<file path="config.mk">
export PLATFORM = sky130hd
export DESIGN_NAME = prom_programmer
export DESIGN_NICKNAME = d
export VERILOG_FILES = /design/src/prom_prog_pkg.sv /design/src/pulse_timer_if.sv /design/src/delay_timer.sv /design/src/prom_programmer.sv
export SDC_FILE = /design/constraint.sdc
export NUM_CORES = 1
export LEC_CHECK = 0
export BUFFER_PORTS_ARGS = -buffer_cell sky130_fd_sc_hd__buf_2
export CAP_MARGIN = 20
export CORE_MARGIN = 10
export CORE_UTILIZATION = 45
export DETAILED_ROUTE_END_ITERATION = 16
export HOLD_SLACK_MARGIN = 0.05
export PLACE_DENSITY = 0.73
export SLEW_MARGIN = 15
export SYNTH_ARGS = -nofsm -noshare
export SYNTH_HDL_FRONTEND = slang
export SYNTH_HIERARCHICAL = 1
export SYNTH_SLANG_ARGS = --single-unit
</file>
<file path="constraint.sdc">
create_clock -name core_clk_i -period 3.3 [get_ports core_clk_i]
set_input_delay 0.825 -clock core_clk_i [delete_from_list [all_inputs] [get_ports core_clk_i]]
set_output_delay 0.825 -clock core_clk_i [all_outputs]
set_load 0.01 [all_outputs]
</file>
<file path="src/prom_prog_pkg.sv">
// constants and types for the fuse prom programmer
// assumes a 200 MHz core clock; pins are driven through external level shifters
package prom_prog_pkg;
    localparam int           CLK_MHZ          = 200;
    localparam int           ADDR_W           = 11;
    localparam int           DATA_W           = 4;
    // programming delay, us (least 10, most 100)
    localparam int           SETTLE_MIN_US    = 10;
    localparam int           SETTLE_MAX_US    = 100;
    // burn pulse width, us (least 100, most 1000)
    localparam int           PULSE_MIN_US     = 100;
    localparam int           PULSE_MAX_US     = 1000;
    // cumulative pulse time before reject, us
    localparam int           BURN_LIMIT_US    = 1000;
    localparam int           SETTLE_CYC       = SETTLE_MIN_US * CLK_MHZ;
    localparam int           PULSE_CYC        = PULSE_MIN_US * CLK_MHZ;
    localparam int           LIMIT_CYC        = BURN_LIMIT_US * CLK_MHZ;
    localparam int           CNT_W            = 20;
    localparam int           BURN_W           = 12;
    localparam logic [DATA_W-1:0] ERASED_WORD = 4'hf;

    typedef enum logic [2:0] {
        ST_IDLE   = 3'b000,
        ST_SETUP  = 3'b001,
        ST_RAISE  = 3'b010,
        ST_PULSE  = 3'b011,
        ST_GAP    = 3'b100,
        ST_LOWER  = 3'b101,
        ST_VERIFY = 3'b110,
        ST_DONE   = 3'b111
    } prog_state_t;
endpackage

</file>
<file path="src/pulse_timer_if.sv">
// carries the load and expiry of the shared delay timer
// one sequencer drives it, one timer answers
`timescale 1ns/1ps
interface pulse_timer_if;
    logic                   load;
    logic [19:0]            count;
    logic                   expired;
    modport ctrl  (output load, output count, input expired);
    modport timer (input load, input count, output expired);
endinterface

</file>
<file path="src/delay_timer.sv">
// down counter timing settle gaps and burn pulses
// load takes priority; expired holds high once the count reaches zero
`timescale 1ns/1ps
module delay_timer
    import prom_prog_pkg::*;
(
    input  wire logic       core_clk_i,
    input  wire logic       rstn_i,
    pulse_timer_if.timer    tmr
);
    logic [CNT_W-1:0]       cnt_r;
    logic [CNT_W-1:0]       cnt_nxt;

    always_comb
    begin
        cnt_nxt = cnt_r;
        if (tmr.load)
            cnt_nxt = tmr.count;
        else if (cnt_r != '0)
            cnt_nxt = cnt_r - 20'h00001;
    end

    always_ff @(posedge core_clk_i or negedge rstn_i)
    begin
        if (!rstn_i)
            cnt_r <= '0;
        else
            cnt_r <= cnt_nxt;
    end

    // taken from the count alone: gating by load would loop back through the sequencer
    assign tmr.expired = (cnt_r == '0);
endmodule // delay_timer

</file>
<file path="src/prom_programmer.sv">
// host-side sequencer that burns and verifies one 4-bit word of a fuse prom
// assumes external switches turn supply_high_o and burn_en_o into programming voltages
`timescale 1ns/1ps
module prom_programmer
    import prom_prog_pkg::*;
(
    input  wire logic              core_clk_i,
    input  wire logic              rstn_i,
    input  wire logic              start_i,
    input  wire logic [ADDR_W-1:0] word_addr_i,
    input  wire logic [DATA_W-1:0] burn_mask_i,
    output logic                   busy_o,
    output logic                   done_o,
    output logic [DATA_W-1:0]      reject_o,
    output logic [DATA_W-1:0]      read_word_o,
    output logic [ADDR_W-1:0]      prom_addr_o,
    output logic                   prom_cs_o,
    output logic                   supply_high_o,
    input  wire logic [DATA_W-1:0] prom_data_i,
    output logic [DATA_W-1:0]      burn_en_o,
    output logic [DATA_W-1:0]      burn_oe_o
);
    pulse_timer_if tmr ();

    delay_timer u_timer (
        .core_clk_i (core_clk_i),
        .rstn_i     (rstn_i),
        .tmr        (tmr)
    );

    prog_state_t                   state_r, state_nxt;
    logic [ADDR_W-1:0]             addr_r, addr_nxt;
    logic [DATA_W-1:0]             pend_r, pend_nxt;
    logic [DATA_W-1:0]             todo_r, todo_nxt;
    logic [DATA_W-1:0]             rej_r, rej_nxt;
    logic [DATA_W-1:0]             rd_r, rd_nxt;
    logic [1:0]                    bit_r, bit_nxt;
    logic                          done_r, done_nxt;
    logic [BURN_W-1:0]             burn_us_r [DATA_W];
    logic [BURN_W-1:0]             burn_us_nxt [DATA_W];
    logic [DATA_W-1:0]             exhausted;
    logic [DATA_W-1:0]             first_sel;
    logic [1:0]                    first_idx;

    // a bit is out of budget when another pulse would not fit under the limit
    generate
        for (genvar g = 0; g < DATA_W; g++)
        begin : g_budget
            assign exhausted[g] =
                (32'(burn_us_r[g]) + 32'(PULSE_MIN_US)) > 32'(BURN_LIMIT_US);
        end
    endgenerate

    // lowest pending bit is burned next; one at a time
    always_comb
    begin
        first_sel = '0;
        first_idx = 2'h0;
        for (int i = DATA_W - 1; i >= 0; i--)
        begin
            if (todo_r[i])
            begin
                first_sel = '0;
                first_sel[i] = 1'b1;
                first_idx = 2'(i);
            end
        end
    end

    always_comb
    begin
        state_nxt   = state_r;
        addr_nxt    = addr_r;
        pend_nxt    = pend_r;
        todo_nxt    = todo_r;
        rej_nxt     = rej_r;
        rd_nxt      = rd_r;
        bit_nxt     = bit_r;
        done_nxt    = 1'b0;
        burn_us_nxt = burn_us_r;
        tmr.load    = 1'b0;
        tmr.count   = 20'(SETTLE_CYC);
        case (state_r)
            ST_IDLE:
            begin
                if (start_i)
                begin
                    addr_nxt = word_addr_i;
                    pend_nxt = burn_mask_i;
                    rej_nxt  = '0;
                    for (int i = 0; i < DATA_W; i++)
                        burn_us_nxt[i] = '0;
                    state_nxt = ST_SETUP;
                end
            end
            ST_SETUP:
            begin
                // only bits still pending and within budget get another pulse
                todo_nxt = pend_r & ~exhausted;
                rej_nxt  = rej_r | (pend_r & exhausted);
                if ((pend_r & ~exhausted) == '0)
                    state_nxt = ST_DONE;
                else
                begin
                    tmr.load  = 1'b1;
                    tmr.count = 20'(SETTLE_CYC);
                    state_nxt = ST_RAISE;
                end
            end
            ST_RAISE, ST_GAP:
            begin
                if (tmr.expired)
                begin
                    tmr.load = 1'b1;
                    if (todo_r == '0)
                    begin
                        tmr.count = 20'(SETTLE_CYC);
                        state_nxt = ST_LOWER;
                    end
                    else
                    begin
                        tmr.count = 20'(PULSE_CYC);
                        bit_nxt   = first_idx;
                        state_nxt = ST_PULSE;
                    end
                end
            end
            ST_PULSE:
            begin
                if (tmr.expired)
                begin
                    todo_nxt = todo_r & ~first_sel;
                    burn_us_nxt[bit_r] = burn_us_r[bit_r] + BURN_W'(PULSE_MIN_US);
                    tmr.load  = 1'b1;
                    tmr.count = 20'(SETTLE_CYC);
                    state_nxt = ST_GAP;
                end
            end
            ST_LOWER:
            begin
                // supply at verify level; give the device a settle before sampling
                if (tmr.expired)
                    state_nxt = ST_VERIFY;
            end
            ST_VERIFY:
            begin
                rd_nxt    = prom_data_i;
                // a burned fuse reads low; clear those from the pending set
                pend_nxt  = pend_r & prom_data_i;
                state_nxt = ST_SETUP;
            end
            ST_DONE:
            begin
                done_nxt  = 1'b1;
                state_nxt = ST_IDLE;
            end
            default:
                state_nxt = ST_IDLE;
        endcase
    end

    always_ff @(posedge core_clk_i or negedge rstn_i)
    begin
        if (!rstn_i)
        begin
            state_r <= ST_IDLE;
            addr_r  <= '0;
            pend_r  <= '0;
            todo_r  <= '0;
            rej_r   <= '0;
            rd_r    <= ERASED_WORD;
            bit_r   <= 2'h0;
            done_r  <= 1'b0;
            for (int i = 0; i < DATA_W; i++)
                burn_us_r[i] <= '0;
        end
        else
        begin
            state_r   <= state_nxt;
            addr_r    <= addr_nxt;
            pend_r    <= pend_nxt;
            todo_r    <= todo_nxt;
            rej_r     <= rej_nxt;
            rd_r      <= rd_nxt;
            bit_r     <= bit_nxt;
            done_r    <= done_nxt;
            burn_us_r <= burn_us_nxt;
        end
    end

    assign busy_o        = (state_r != ST_IDLE);
    assign done_o        = done_r;
    assign reject_o      = rej_r;
    assign read_word_o   = rd_r;
    assign prom_addr_o   = addr_r;
    // deselected in every phase except the verify read
    assign prom_cs_o     = !(state_r == ST_VERIFY);
    assign supply_high_o = (state_r == ST_RAISE) || (state_r == ST_PULSE)
                        || (state_r == ST_GAP);
    // only the one pulsed output is driven, others float
    assign burn_en_o     = (state_r == ST_PULSE) ? (DATA_W'(1) << bit_r) : '0;
    assign burn_oe_o     = burn_en_o;
endmodule // prom_programmer

</file>
==> results of run 1 <==
==> power by group through the flow <==
stage / Sequential [W] / Combinational (W) / Clock, W
final: 0.00229 / 0.00169 / 0.000994
after global routing: 0.00235 / 0.00190 / 0.00107
after CTS: 0.00227 / 0.00170 / 0.00101
after detailed placement: 0.00228 / 0.00170 / 0
after global placement: 0.00225 / 0.00164 / 0
after floorplan: 0.00212 / 0.00121 / 0
==> layout make-up <==
class / instances / share of cell area
Timing Repair Buffer: 61 / 0.0546
Tap cell: 168 / 0.0335
Multi-Input combinational cell: 451 / 0.456
Sequential cell: 101 / 0.403
Inverter: 16 / 0.00956
Clock buffer: 9 / 0.0358
Clock inverter: 7 / 0.00777
==> stage by stage <==
| stage | setup slack [ps] | utilization |
|---|---|---|
| CTS | 387 | 0.521 |
| global route | 200 | 0.521 |
| finish | 381 | 0.521 |
| detailed placement | 402 | 0.498 |
| global placement | 536 | 0.498 |
| floorplan | 623 | - |
==> synth_stat cells, types with 10 or more instances <==
library cell / instances / share of area
sky130_fd_sc_hd__a21oi_1: 22 / 0.020
sky130_fd_sc_hd__a22o_1: 15 / 0.024
sky130_fd_sc_hd__and2_1: 10 / 0.011
sky130_fd_sc_hd__clkbuf_1: 16 / 0.011
sky130_fd_sc_hd__dfrtp_1: 97 / 0.44
sky130_fd_sc_hd__ha_1: 11 / 0.025
sky130_fd_sc_hd__inv_1: 16 / 0.011
sky130_fd_sc_hd__nand2_1: 114 / 0.077
sky130_fd_sc_hd__nand3_1: 10 / 0.0090
sky130_fd_sc_hd__nor2_1: 34 / 0.023
sky130_fd_sc_hd__nor3_1: 11 / 0.0099
sky130_fd_sc_hd__o21ai_0: 44 / 0.040
sky130_fd_sc_hd__o21ai_1: 12 / 0.011
sky130_fd_sc_hd__o21ai_2: 12 / 0.019
sky130_fd_sc_hd__xnor2_1: 15 / 0.024
sky130_fd_sc_hd__xor2_1: 16 / 0.025
==> layer usage <==
metal / track usage / vias up / wire, um
li1: - / 2171 / -
met5: 0 / - / 0
met4: 0.0781 / 0 / 452
met1: 0.219 / 2251 / 6300
met3: 0.0385 / 40 / 1070
met2: 0.255 / 207 / 6620
==> kinds of logic (layout without fill, tap and decap cells) <==
group | count (synthesis) | after routing | synth area share
AOI/OAI and AO/OA | 149 | 149 | 0.178
muxes | 16 | 16 | 0.0528
other | 2 | 13 | 0.00135
and+or+nand+nor | 231 | 231 | 0.201
DFF | 101 | 101 | 0.455
xor gates and xnor gates | 31 | 31 | 0.0488
adders and majority gates | 11 | 11 | 0.0247
buffers and inverters | 44 | 93 | 0.0384
==> how the worst max path moves through the flow <==
stage,start,to,slack [ps]
2_1_floorplan,u_timer/cnt_r[17],u_timer/cnt_r[3],620
3_3_place_gp,burn_us_r[14],u_timer/cnt_r[11],540
3_5_place_dp,burn_us_r[14],u_timer/cnt_r[12],400
4_1_cts,burn_us_r[14],u_timer/cnt_r[12],390
5_1_grt,burn_us_r[14],u_timer/cnt_r[10],200
6_report,burn_us_r[14],u_timer/cnt_r[12],380
==> state kept, by name, indices dropped and copies added (netlist names) <==
register,count
state_r,3
reject_o,4
todo_r,4
burn_us_r,48
bit_r,2
pend_r,4
read_word_o,4
done_o,1
prom_addr_o,11
u_timer/cnt_r,20
==> cells in the final DEF, fill, tap and decap left out, types with 5 or more instances in the layout <==
cell type,count
sky130_fd_sc_hd__buf_2,51
sky130_fd_sc_hd__ha_1,11
sky130_fd_sc_hd__xor2_1,16
sky130_fd_sc_hd__dfrtp_1,97
sky130_fd_sc_hd__and3_1,8
sky130_fd_sc_hd__inv_1,16
sky130_fd_sc_hd__o21ai_2,12
sky130_fd_sc_hd__buf_4,9
sky130_fd_sc_hd__a22o_1,15
sky130_fd_sc_hd__mux2_2,5
sky130_fd_sc_hd__and2_1,10
sky130_fd_sc_hd__a21oi_1,22
sky130_fd_sc_hd__o31ai_1,8
sky130_fd_sc_hd__mux4_2,5
sky130_fd_sc_hd__xnor2_1,15
sky130_fd_sc_hd__conb_1,13
sky130_fd_sc_hd__nand3_1,10
sky130_fd_sc_hd__nand2_1,114
sky130_fd_sc_hd__o21ai_1,12
sky130_fd_sc_hd__nand2b_1,8
sky130_fd_sc_hd__o21ai_0,44
sky130_fd_sc_hd__clkbuf_16,9
sky130_fd_sc_hd__nor3_1,11
sky130_fd_sc_hd__a21o_1,6
sky130_fd_sc_hd__nor2_1,34
==> worst min-delay path: cells and delay by family (launching register included) <==
kind	cells	cell delay (ps)
DFF	1	370
and+or+nand+nor	2	100
==> load_flow_metrics.sql, run 1 <==
INSERT INTO impl_metrics (metric_group, metric, value, unit) VALUES
('setup_path', 'critical_path.top_delay_family', 'compound AO/OA/AOI/OAI gates', ''),
('pwr', 'power.sequential.fraction', '0.460', ''),
('finish', 'fill_cells', '1077', ''),
('floorplan', 'coreArea', '0.0121', 'sq mm'),
('setup_path', 'worst_reg2reg_path_startpoint', 'burn_us_r[14]', ''),
('finish', 'multi_input_area', '0.00286', 'sq mm'),
('hold_path', 'hold_path.startpoint', 'read_word_o[1]', ''),
('clock_network', 'clk_path_buf_depth', '2', ''),
('floorplan', 'top_level_ports', '53', ''),
('finish', 'final_nets', '673', ''),
('routing', 'detail_route.vias_per_cell', '5.74', ''),
('sta', 'worst_pin_slew', '700', 'ps'),
('floorplan', 'die-area', '0.0172', 'sq mm'),
('floorplan', 'rows', '40', ''),
('sta', 'final_period_minus_worst_setup_slack', '2920', 'ps'),
('clock_network', 'cts_sinks', '101', ''),
('sta', 'fin_tns_setup', '0', 'ps'),
('routing', 'route.antenna.remaining_nets', '0', ''),
('grt', 'grt_use_total', '0.167', ''),
('setup_path', 'worst-path-stages', '9', ''),
('setup_path', 'path_buf_inv', '0', ''),
('finish', 'layout.area.seq', '0.00253', 'sq mm'),
('sta', 'slew_margin_rel', '0.530', ''),
('sta', 'finalHoldViolCount', '0', ''),
('hold_path', 'hold-path-endpoint', 'read_word_o[1]', ''),
('clock_network', 'root_buffer', 'sky130_fd_sc_hd__clkbuf_16', ''),
('placed_design', 'io_buffer_count', '52', ''),
('clock_network', 'cts.reportedPaths.clkPinSlew', '70', 'ps'),
('floorplan', 'floorplan.initialDensity', '0.462', ''),
('synthesis', 'count_of_flip_flops_with_a_built_in_enable_after_synthesis', '0', ''),
('setup_path', 'crit_path_max_fanout', '9', ''),
('routing', 'drtIter0Drc', '412', ''),
('setup_path', 'worstSetupPathType', 'register to register', ''),
('finish', 'antennaDiodeCount', '0', ''),
('grt', 'number_of_global_route_vias_before_repair', '4617', ''),
('setup_path', 'r2r_slack', '380', 'ps'),
('sta', 'max_freq', '0.343', 'GHz'),
('setup_path', 'critPathRequiredTime', '3570', 'ps'),
('pwr', 'max-vdd-ir-drop', '0.393', 'mV'),
('pwr', 'finalPower', '0.00497', 'W'),
('flow_run', 'drv_cap', '0', ''),
('setup_path', 'timing.critical_path.to_type', 'register', ''),
('placed_design', 'finalWeightedCongestion', '0.966', ''),
('sta', 'final_report_max_slew_violation_count', '0', ''),
('grt', 'grt_antenna_before_repair', '0', ''),
('pwr', 'power_switching_share', '0.400', ''),
('placed_design', 'numPlacedInstances', '797', ''),
('pwr', 'netSwitchingPower', '0.00199', 'W'),
('pwr', 'power_leakage', '2.91', 'nW'),
('synthesis', 'synth_area_per_cell', '9.52', 'sq um'),
('clock_network', 'cts_hold_buffers', '0', ''),
('finish', 'post_route_cells_drive_above_1_share', '0.177', ''),
('sta', 'final.setup_skew', '11.4', 'ps'),
('routing', 'route.detailed.wl_per_inst', '17.8', 'um'),
('synthesis', 'synth.cell_area', '0.00557', 'sq mm'),
('clock_network', 'cts_tree', 'built', ''),
('pwr', 'internal_power', '0.00298', 'W'),
('hold_path', 'hp-class', 'register to register', ''),
('pwr', 'comb_power_share', '0.340', ''),
('floorplan', 'die_height', '131', 'um'),
('outcome', 'status', 'finished clean', ''),
('pwr', 'p_clk_frac', '0.200', ''),
('clock_network', 'ctsHtreeMaxLevel', '3', ''),
('finish', 'area_delta_synth_final', '12.8', '%'),
('setup_path', 'worst_path_largest_cell_delay', '480', 'ps'),
('setup_path', 'rr_worst_depth', '9', ''),
('grt', 'grt_start_max_net_pins', '51', ''),
('routing', 'first_pass_iteration_count_of_the_detailed_router', '5', ''),
('setup_path', 'rr_endpoint', 'u_timer/cnt_r[12]', ''),
('synthesis', 'synth_ff_type', 'sky130_fd_sc_hd__dfrtp_1', ''),
('setup_path', 'startpoint_type', 'register', '');
No activity file was read; power rests on OpenSTA's default activity.
==> run 2: changes to the inputs <==
==> constraint.sdc (replaced) <==
create_clock -name core_clk_i -period 3.3 [get_ports core_clk_i]
set_input_delay 0.165 -clock core_clk_i [delete_from_list [all_inputs] [get_ports core_clk_i]]
set_output_delay 0.165 -clock core_clk_i [all_outputs]
set_load 0.01 [all_outputs]
==> load_flow_metrics.sql, run 2 (synthesized netlist as in run 1, its figures left out) <==
INSERT INTO impl_metrics (metric_group, metric, value, unit) VALUES
('outcome', 'status', 'finished clean', ''),
('routing', 'detail_route.vias_per_cell', '5.72', ''),
('sta', 'fin_tns_setup', '0', 'ps'),
('sta', 'final_report_max_slew_violation_count', '0', ''),
('setup_path', 'critical_path.cell_chain', 'a311oi_1 > and4_1 > a21oi_1 > o31ai_2 > o2111ai_1 > a22o_1 > or2_2 > o21ai_2', ''),
('clock_network', 'numCtsBuffers', '9', ''),
('grt', 'grt_use_total', '0.174', ''),
('grt', 'grt_first_pass_wirelength', '24900', 'um'),
('finish', 'postLayoutCoreUtil', '0.535', ''),
('setup_path', 'timing.critical_path.to_type', 'register', ''),
('clock_network', 'ctsHtreeMaxLevel', '3', ''),
('setup_path', 'slowest_stage', 'sky130_fd_sc_hd__a311oi_1', ''),
('finish', 'antennaDiodeCount', '0', ''),
('sta', 'setup-violations-final', '0', ''),
('setup_path', 'worstSetupPathType', 'register to register', ''),
('routing', 'drtIter0Drc', '435', ''),
('sta', 'worst_pin_slew', '1020', 'ps'),
('sta', 'rsz0062_at_grt', 'no', ''),
('finish', 'final_common_cell', 'sky130_fd_sc_hd__nand2_1', ''),
('floorplan', 'die_height', '131', 'um'),
('grt', 'number_of_global_route_vias_before_repair', '4864', ''),
('routing', 'route.antenna.remaining_nets', '0', ''),
('setup_path', 'arrival_time_reported_for_the_critical_path_endpoint', '3300', 'ps'),
('routing', 'dr_total_vias', '4763', ''),
('setup_path', 'critPathRequiredTime', '3580', 'ps'),
('clock_network', 'clk-insertion-delay-late', '350', 'ps'),
('flow_run', 'drv_cap', '0', ''),
('grt', 'grt_start_max_net_pins', '81', ''),
('finish', 'final_cell_mix', 'sky130_fd_sc_hd__nand2_1, sky130_fd_sc_hd__dfrtp_1, sky130_fd_sc_hd__buf_2', ''),
('floorplan', 'rows', '40', ''),
('sta', 'finalHoldViolCount', '0', ''),
('pwr', 'cellPowerDensity', '771', 'mW/mm^2'),
('pwr', 'max-vdd-ir-drop', '0.440', 'mV'),
('hold_path', 'hp-class', 'input port to register', ''),
('sta', 'final_period_minus_worst_setup_slack', '3020', 'ps'),
('setup_path', 'startpoint_type', 'register', ''),
('floorplan', 'die-area', '0.0172', 'sq mm'),
('finish', 'largest-register', 'burn_us_r', ''),
('pwr', 'power_leakage', '2.97', 'nW'),
('sta', 'max_freq', '0.331', 'GHz'),
('finish', 'area_delta_synth_final', '15.9', '%'),
('sta', 'hold-worst-slack', '355', 'ps'),
('sta', 'finalCritPeriodShare', '0.915', ''),
('clock_network', 'cts_tree', 'built', ''),
('sta', 'final.setup_skew', '8.56', 'ps'),
('finish', 'number_of_flip_flops_under_the_largest_register_name', '48', ''),
('floorplan', 'top_level_ports', '53', ''),
('floorplan', 'coreArea', '0.0121', 'sq mm'),
('setup_path', 'crit_path_max_fanout', '9', ''),
('clock_network', 'clk_path_buf_depth', '2', ''),
('placed_design', 'dp_hpwl', '10500', 'um'),
('routing', 'first_pass_iteration_count_of_the_detailed_router', '5', ''),
('clock_network', 'cts.reportedPaths.clkPinSlew', '70', 'ps'),
('clock_network', 'root_buffer', 'sky130_fd_sc_hd__clkbuf_16', ''),
('setup_path', 'worst_path_largest_cell_delay', '550', 'ps'),
('floorplan', 'die_x', '131', 'um'),
('sta', 'slew_margin_rel', '0.318', ''),
('grt', 'grt_antenna_before_repair', '0', ''),
('finish', 'post_route_cells_drive_above_1_share', '0.164', ''),
('setup_path', 'critical_path.top_delay_family', 'compound AO/OA/AOI/OAI gates', ''),
('setup_path', 'path_buf_inv', '0', ''),
('finish', 'final_nets', '692', ''),
('grt', 'grt.overflow.total', '0', ''),
('floorplan', 'floorplan.initialDensity', '0.462', ''),
('clock_network', 'cts_sinks', '101', ''),
('routing', 'route.detailed.wl_per_inst', '17.9', 'um'),
('routing', 'drc', '0', ''),
('finish', 'fill_cells', '1040', ''),
('placed_design', 'finalWeightedCongestion', '0.968', ''),
('routing', 'postRouteWirelength', '14900', 'um'),
('placed_design', 'io_buffer_count', '52', ''),
('clock_network', 'postCtsResizedCells', '0', '');
run 2: per-stage QoR:
step | instance area (sq um) | std cells | total power, W | setup slack (ps)
6_report | 6450 | 832 | 0.00498 | 282
5_1_grt | 6450 | 832 | 0.00534 | 56.9
4_1_cts | 6450 | 832 | 0.00497 | 316
3_5_place_dp | 5990 | 796 | 0.00398 | 340
3_3_place_gp | 5990 | 796 | 0.00388 | 516
2_1_floorplan | 5610 | 596 | 0.00334 | 623
run 2: worst paths after layout:
check	startpoint	endpoint	slack, ps	cells after the start
worst max register to register	burn_us_r[16]	u_timer/cnt_r[10]	280	8
worst max-delay path	burn_us_r[16]	u_timer/cnt_r[10]	280	8
worst min register to register	read_word_o[3]	read_word_o[3]	460	2
worst min-delay path	start_i	state_r[0]	360	5
max in group asynchronous	rstn_i	u_timer/cnt_r[4]	1850	3
min in group asynchronous	rstn_i	burn_us_r[40]	520	2
run 2: worst min-delay path, stage by stage:
cell	delay, ps
sky130_fd_sc_hd__buf_2	110
sky130_fd_sc_hd__a21oi_1	120
sky130_fd_sc_hd__a311oi_1	60
sky130_fd_sc_hd__a21oi_1	120
sky130_fd_sc_hd__o22ai_1	80
run 2: layout make-up:
class	instances	area (sq um)	area share
clock buffer	13	240	0.0372
clock inverter	3	25.0	0.00388
inverter	16	60.1	0.00931
multi-input combinational	451	2860	0.444
sequential	101	2530	0.392
tap	168	210	0.0326
timing repair buffer	80	523	0.0810
run 2: report_power, final:
part           total [W]  switching, W  internal (W)
sequential       0.00229      0.000574       0.00171
combinational    0.00172      0.000954      0.000769
clock           0.000964      0.000449      0.000515
total            0.00498       0.00198       0.00300
run 2: metal layers:
metal,global-route usage,part of all wire,vias up
li1,-,-,2194
met1,0.217,0.41,2295
met2,0.270,0.46,227
met3,0.0568,0.094,47
met4,0.0788,0.035,0
met5,0,0,-
run 2: repair_timing:
item                      in CTS  in global routing
hold endpoints to repair      94                  0
setup buffers                  0                  0
hold buffers                  20                  0
==> run 3: changes to the inputs <==
==> constraint.sdc (replaced) <==
create_clock -name core_clk_i -period 3.3 [get_ports core_clk_i]
set_input_delay 0.495 -clock core_clk_i [delete_from_list [all_inputs] [get_ports core_clk_i]]
set_output_delay 0.495 -clock core_clk_i [all_outputs]
set_load 0.01 [all_outputs]
==> load_flow_metrics.sql, run 3 (synthesized netlist as in run 1, its figures left out) <==
INSERT INTO impl_metrics (metric_group, metric, value, unit) VALUES
('finish', 'final_cell_mix', 'sky130_fd_sc_hd__nand2_1, sky130_fd_sc_hd__dfrtp_1, sky130_fd_sc_hd__buf_2', ''),
('placed_design', 'numPlacedInstances', '799', ''),
('routing', 'drc', '0', ''),
('hold_path', 'hp-class', 'input port to async pin', ''),
('setup_path', 'arrival_time_reported_for_the_critical_path_endpoint', '3100', 'ps'),
('routing', 'postRouteWirelength', '14200', 'um'),
('clock_network', 'cts_hold_buffers', '0', ''),
('routing', 'detail_route.vias_per_cell', '5.69', ''),
('routing', 'dr_total_vias', '4636', ''),
('grt', 'number_of_global_route_vias_before_repair', '4624', ''),
('finish', 'post_route_design_area', '0.00633', 'sq mm'),
('floorplan', 'top_level_ports', '53', ''),
('grt', 'grt.overflow.total', '0', ''),
('floorplan', 'floorplan.initialDensity', '0.462', ''),
('pwr', 'power.sequential.fraction', '0.444', ''),
('sta', 'fin_tns_setup', '0', 'ps'),
('grt', 'grt_use_total', '0.165', ''),
('flow_run', 'drv_cap', '0', ''),
('routing', 'route.antenna.remaining_nets', '0', ''),
('grt', 'grt_first_pass_wirelength', '23600', 'um'),
('finish', 'final_nets', '675', ''),
('finish', 'final_cells', '815', ''),
('routing', 'first_pass_iteration_count_of_the_detailed_router', '5', ''),
('setup_path', 'critical_path.top_delay_family', 'compound AO/OA/AOI/OAI gates', ''),
('sta', 'rsz0062_at_grt', 'no', ''),
('setup_path', 'rr_worst_depth', '10', ''),
('setup_path', 'startpoint_type', 'register', ''),
('placed_design', 'finalWeightedCongestion', '0.940', ''),
('sta', 'final_period_minus_worst_setup_slack', '2860', 'ps'),
('sta', 'slew_margin_rel', '0.441', ''),
('setup_path', 'crit_path_max_fanout', '17', ''),
('pwr', 'comb_power_share', '0.331', ''),
('setup_path', 'slowest_stage', 'sky130_fd_sc_hd__dfrtp_1', ''),
('placed_design', 'dp_hpwl', '10400', 'um'),
('placed_design', 'post_dp_cell_area', '0.00601', 'sq mm'),
('clock_network', 'root_buffer', 'sky130_fd_sc_hd__clkbuf_16', ''),
('floorplan', 'die-area', '0.0172', 'sq mm'),
('routing', 'wl_met3', '1010', 'um'),
('sta', 'max_freq', '0.350', 'GHz'),
('finish', 'area_delta_synth_final', '13.7', '%'),
('placed_design', 'io_buffer_count', '52', ''),
('routing', 'route.detailed.wl_per_inst', '17.5', 'um'),
('floorplan', 'coreArea', '0.0121', 'sq mm'),
('sta', 'finalCritPeriodShare', '0.866', ''),
('sta', 'final.setup_skew', '11.3', 'ps'),
('routing', 'drtIter0Drc', '361', ''),
('pwr', 'netSwitchingPower', '0.00195', 'W'),
('setup_path', 'path_buf_inv', '1', ''),
('pwr', 'internal_power', '0.00315', 'W'),
('clock_network', 'ctsHtreeMaxLevel', '3', ''),
('clock_network', 'clk-insertion-delay-late', '350', 'ps'),
('grt', 'grt_antenna_before_repair', '0', ''),
('pwr', 'power_leakage', '2.93', 'nW'),
('outcome', 'status', 'finished clean', ''),
('pwr', 'p_clk_frac', '0.224', ''),
('finish', 'number_of_flip_flops_under_the_largest_register_name', '48', ''),
('pwr', 'cellPowerDensity', '805', 'mW/mm^2'),
('sta', 'final_report_max_slew_violation_count', '0', ''),
('clock_network', 'postCtsResizedCells', '0', ''),
('finish', 'antennaDiodeCount', '0', ''),
('sta', 'setup-violations-final', '0', ''),
('setup_path', 'timing.critical_path.to_type', 'register', ''),
('clock_network', 'cts_tree', 'built', ''),
('clock_network', 'cts.reportedPaths.clkPinSlew', '60', 'ps'),
('routing', 'top_signal_layer_used', 'met4', ''),
('grt', 'grt_start_max_net_pins', '66', ''),
('setup_path', 'worst_path_largest_cell_delay', '500', 'ps'),
('finish', 'final_common_cell', 'sky130_fd_sc_hd__nand2_1', ''),
('setup_path', 'critPathRequiredTime', '3540', 'ps'),
('clock_network', 'numCtsBuffers', '9', ''),
('setup_path', 'worst-path-stages', '10', ''),
('finish', 'largest-register', 'burn_us_r', ''),
('clock_network', 'clk_path_buf_depth', '2', ''),
('pwr', 'max-vdd-ir-drop', '0.449', 'mV'),
('sta', 'finalHoldViolCount', '0', ''),
('sta', 'worst_pin_slew', '839', 'ps'),
('clock_network', 'cts_sinks', '101', ''),
('routing', 'routedLengthMet1', '6190', 'um'),
('finish', 'post_route_cells_drive_above_1_share', '0.176', ''),
('pwr', 'power_switching_share', '0.382', ''),
('setup_path', 'worstSetupPathType', 'register to register', ''),
('clock_network', 'cts_setup_buffers', '0', ''),
('floorplan', 'rows', '40', ''),
('floorplan', 'die_height', '131', 'um'),
('routing', 'dr_wl_met2', '6570', 'um'),
('floorplan', 'die_x', '131', 'um'),
('setup_path', 'critical_path.cell_chain', 'ha_1 > nand2_1 > a21oi_1 > mux2_2 > a2111o_1 > o2111ai_1 > a22o_1 > buf_4 > a211oi_1 > a21o_1', '');
## run 3: cell types whose count changed in the layout (fill, tap and decap cells not counted), sizes merged
cell / before / now
dlygate4sd3: 20 / 0
buf: 60 / 63
bufinv: 0 / 2
clkbuf: 13 / 12
clkinv: 2 / 1
## run 3: metal layers
metal,GRT usage,up-vias
li1,-,2166
met1,0.206,2253
met2,0.258,181
met3,0.0393,36
met4,0.0931,0
met5,0,-
## run 3: worst paths after layout
kind,startpoint,slack (ps),to
max,burn_us_r[2],440,u_timer/cnt_r[6]
min,rstn_i,240,burn_us_r[28]
max reg2reg,burn_us_r[2],440,u_timer/cnt_r[6]
min reg2reg,read_word_o[0],460,read_word_o[0]
max in group asynchronous,rstn_i,2210,read_word_o[2]
min in group core_clk_i,word_addr_i[6],330,prom_addr_o[6]
## run 3: area by class of cell
class	instances	area, sq um
Multi-Input combinational cell	451	2860
Clock buffer	12	246
Fill cell	1106	5730
Tap cell	168	210
Sequential cell	101	2530
Inverter	16	60.1
Clock inverter	4	72.6
Timing Repair Buffer	63	345
## run 3: power groups by stage
stage | registers, W | logic [W] | clock network, W
2_1_floorplan | 0.00212 | 0.00121 | 0
4_1_cts | 0.00225 | 0.00169 | 0.00117
3_5_place_dp | 0.00226 | 0.00169 | 0
6_report | 0.00226 | 0.00169 | 0.00114
3_3_place_gp | 0.00224 | 0.00163 | 0
5_1_grt | 0.00233 | 0.00191 | 0.00121
## run 3: metrics by stage
| stage | setup WS [ps] | total power (W) | hold WS [ps] | utilization |
|---|---|---|---|---|
| 3_5_place_dp | 498 | 0.00395 | 448 | 0.498 |
| 6_report | 441 | 0.00509 | 243 | 0.525 |
| 4_1_cts | 486 | 0.00511 | 282 | 0.525 |
| 2_1_floorplan | 623 | 0.00334 | 199 | - |
| 5_1_grt | 238 | 0.00546 | 310 | 0.525 |
| 3_3_place_gp | 594 | 0.00388 | 445 | 0.498 |
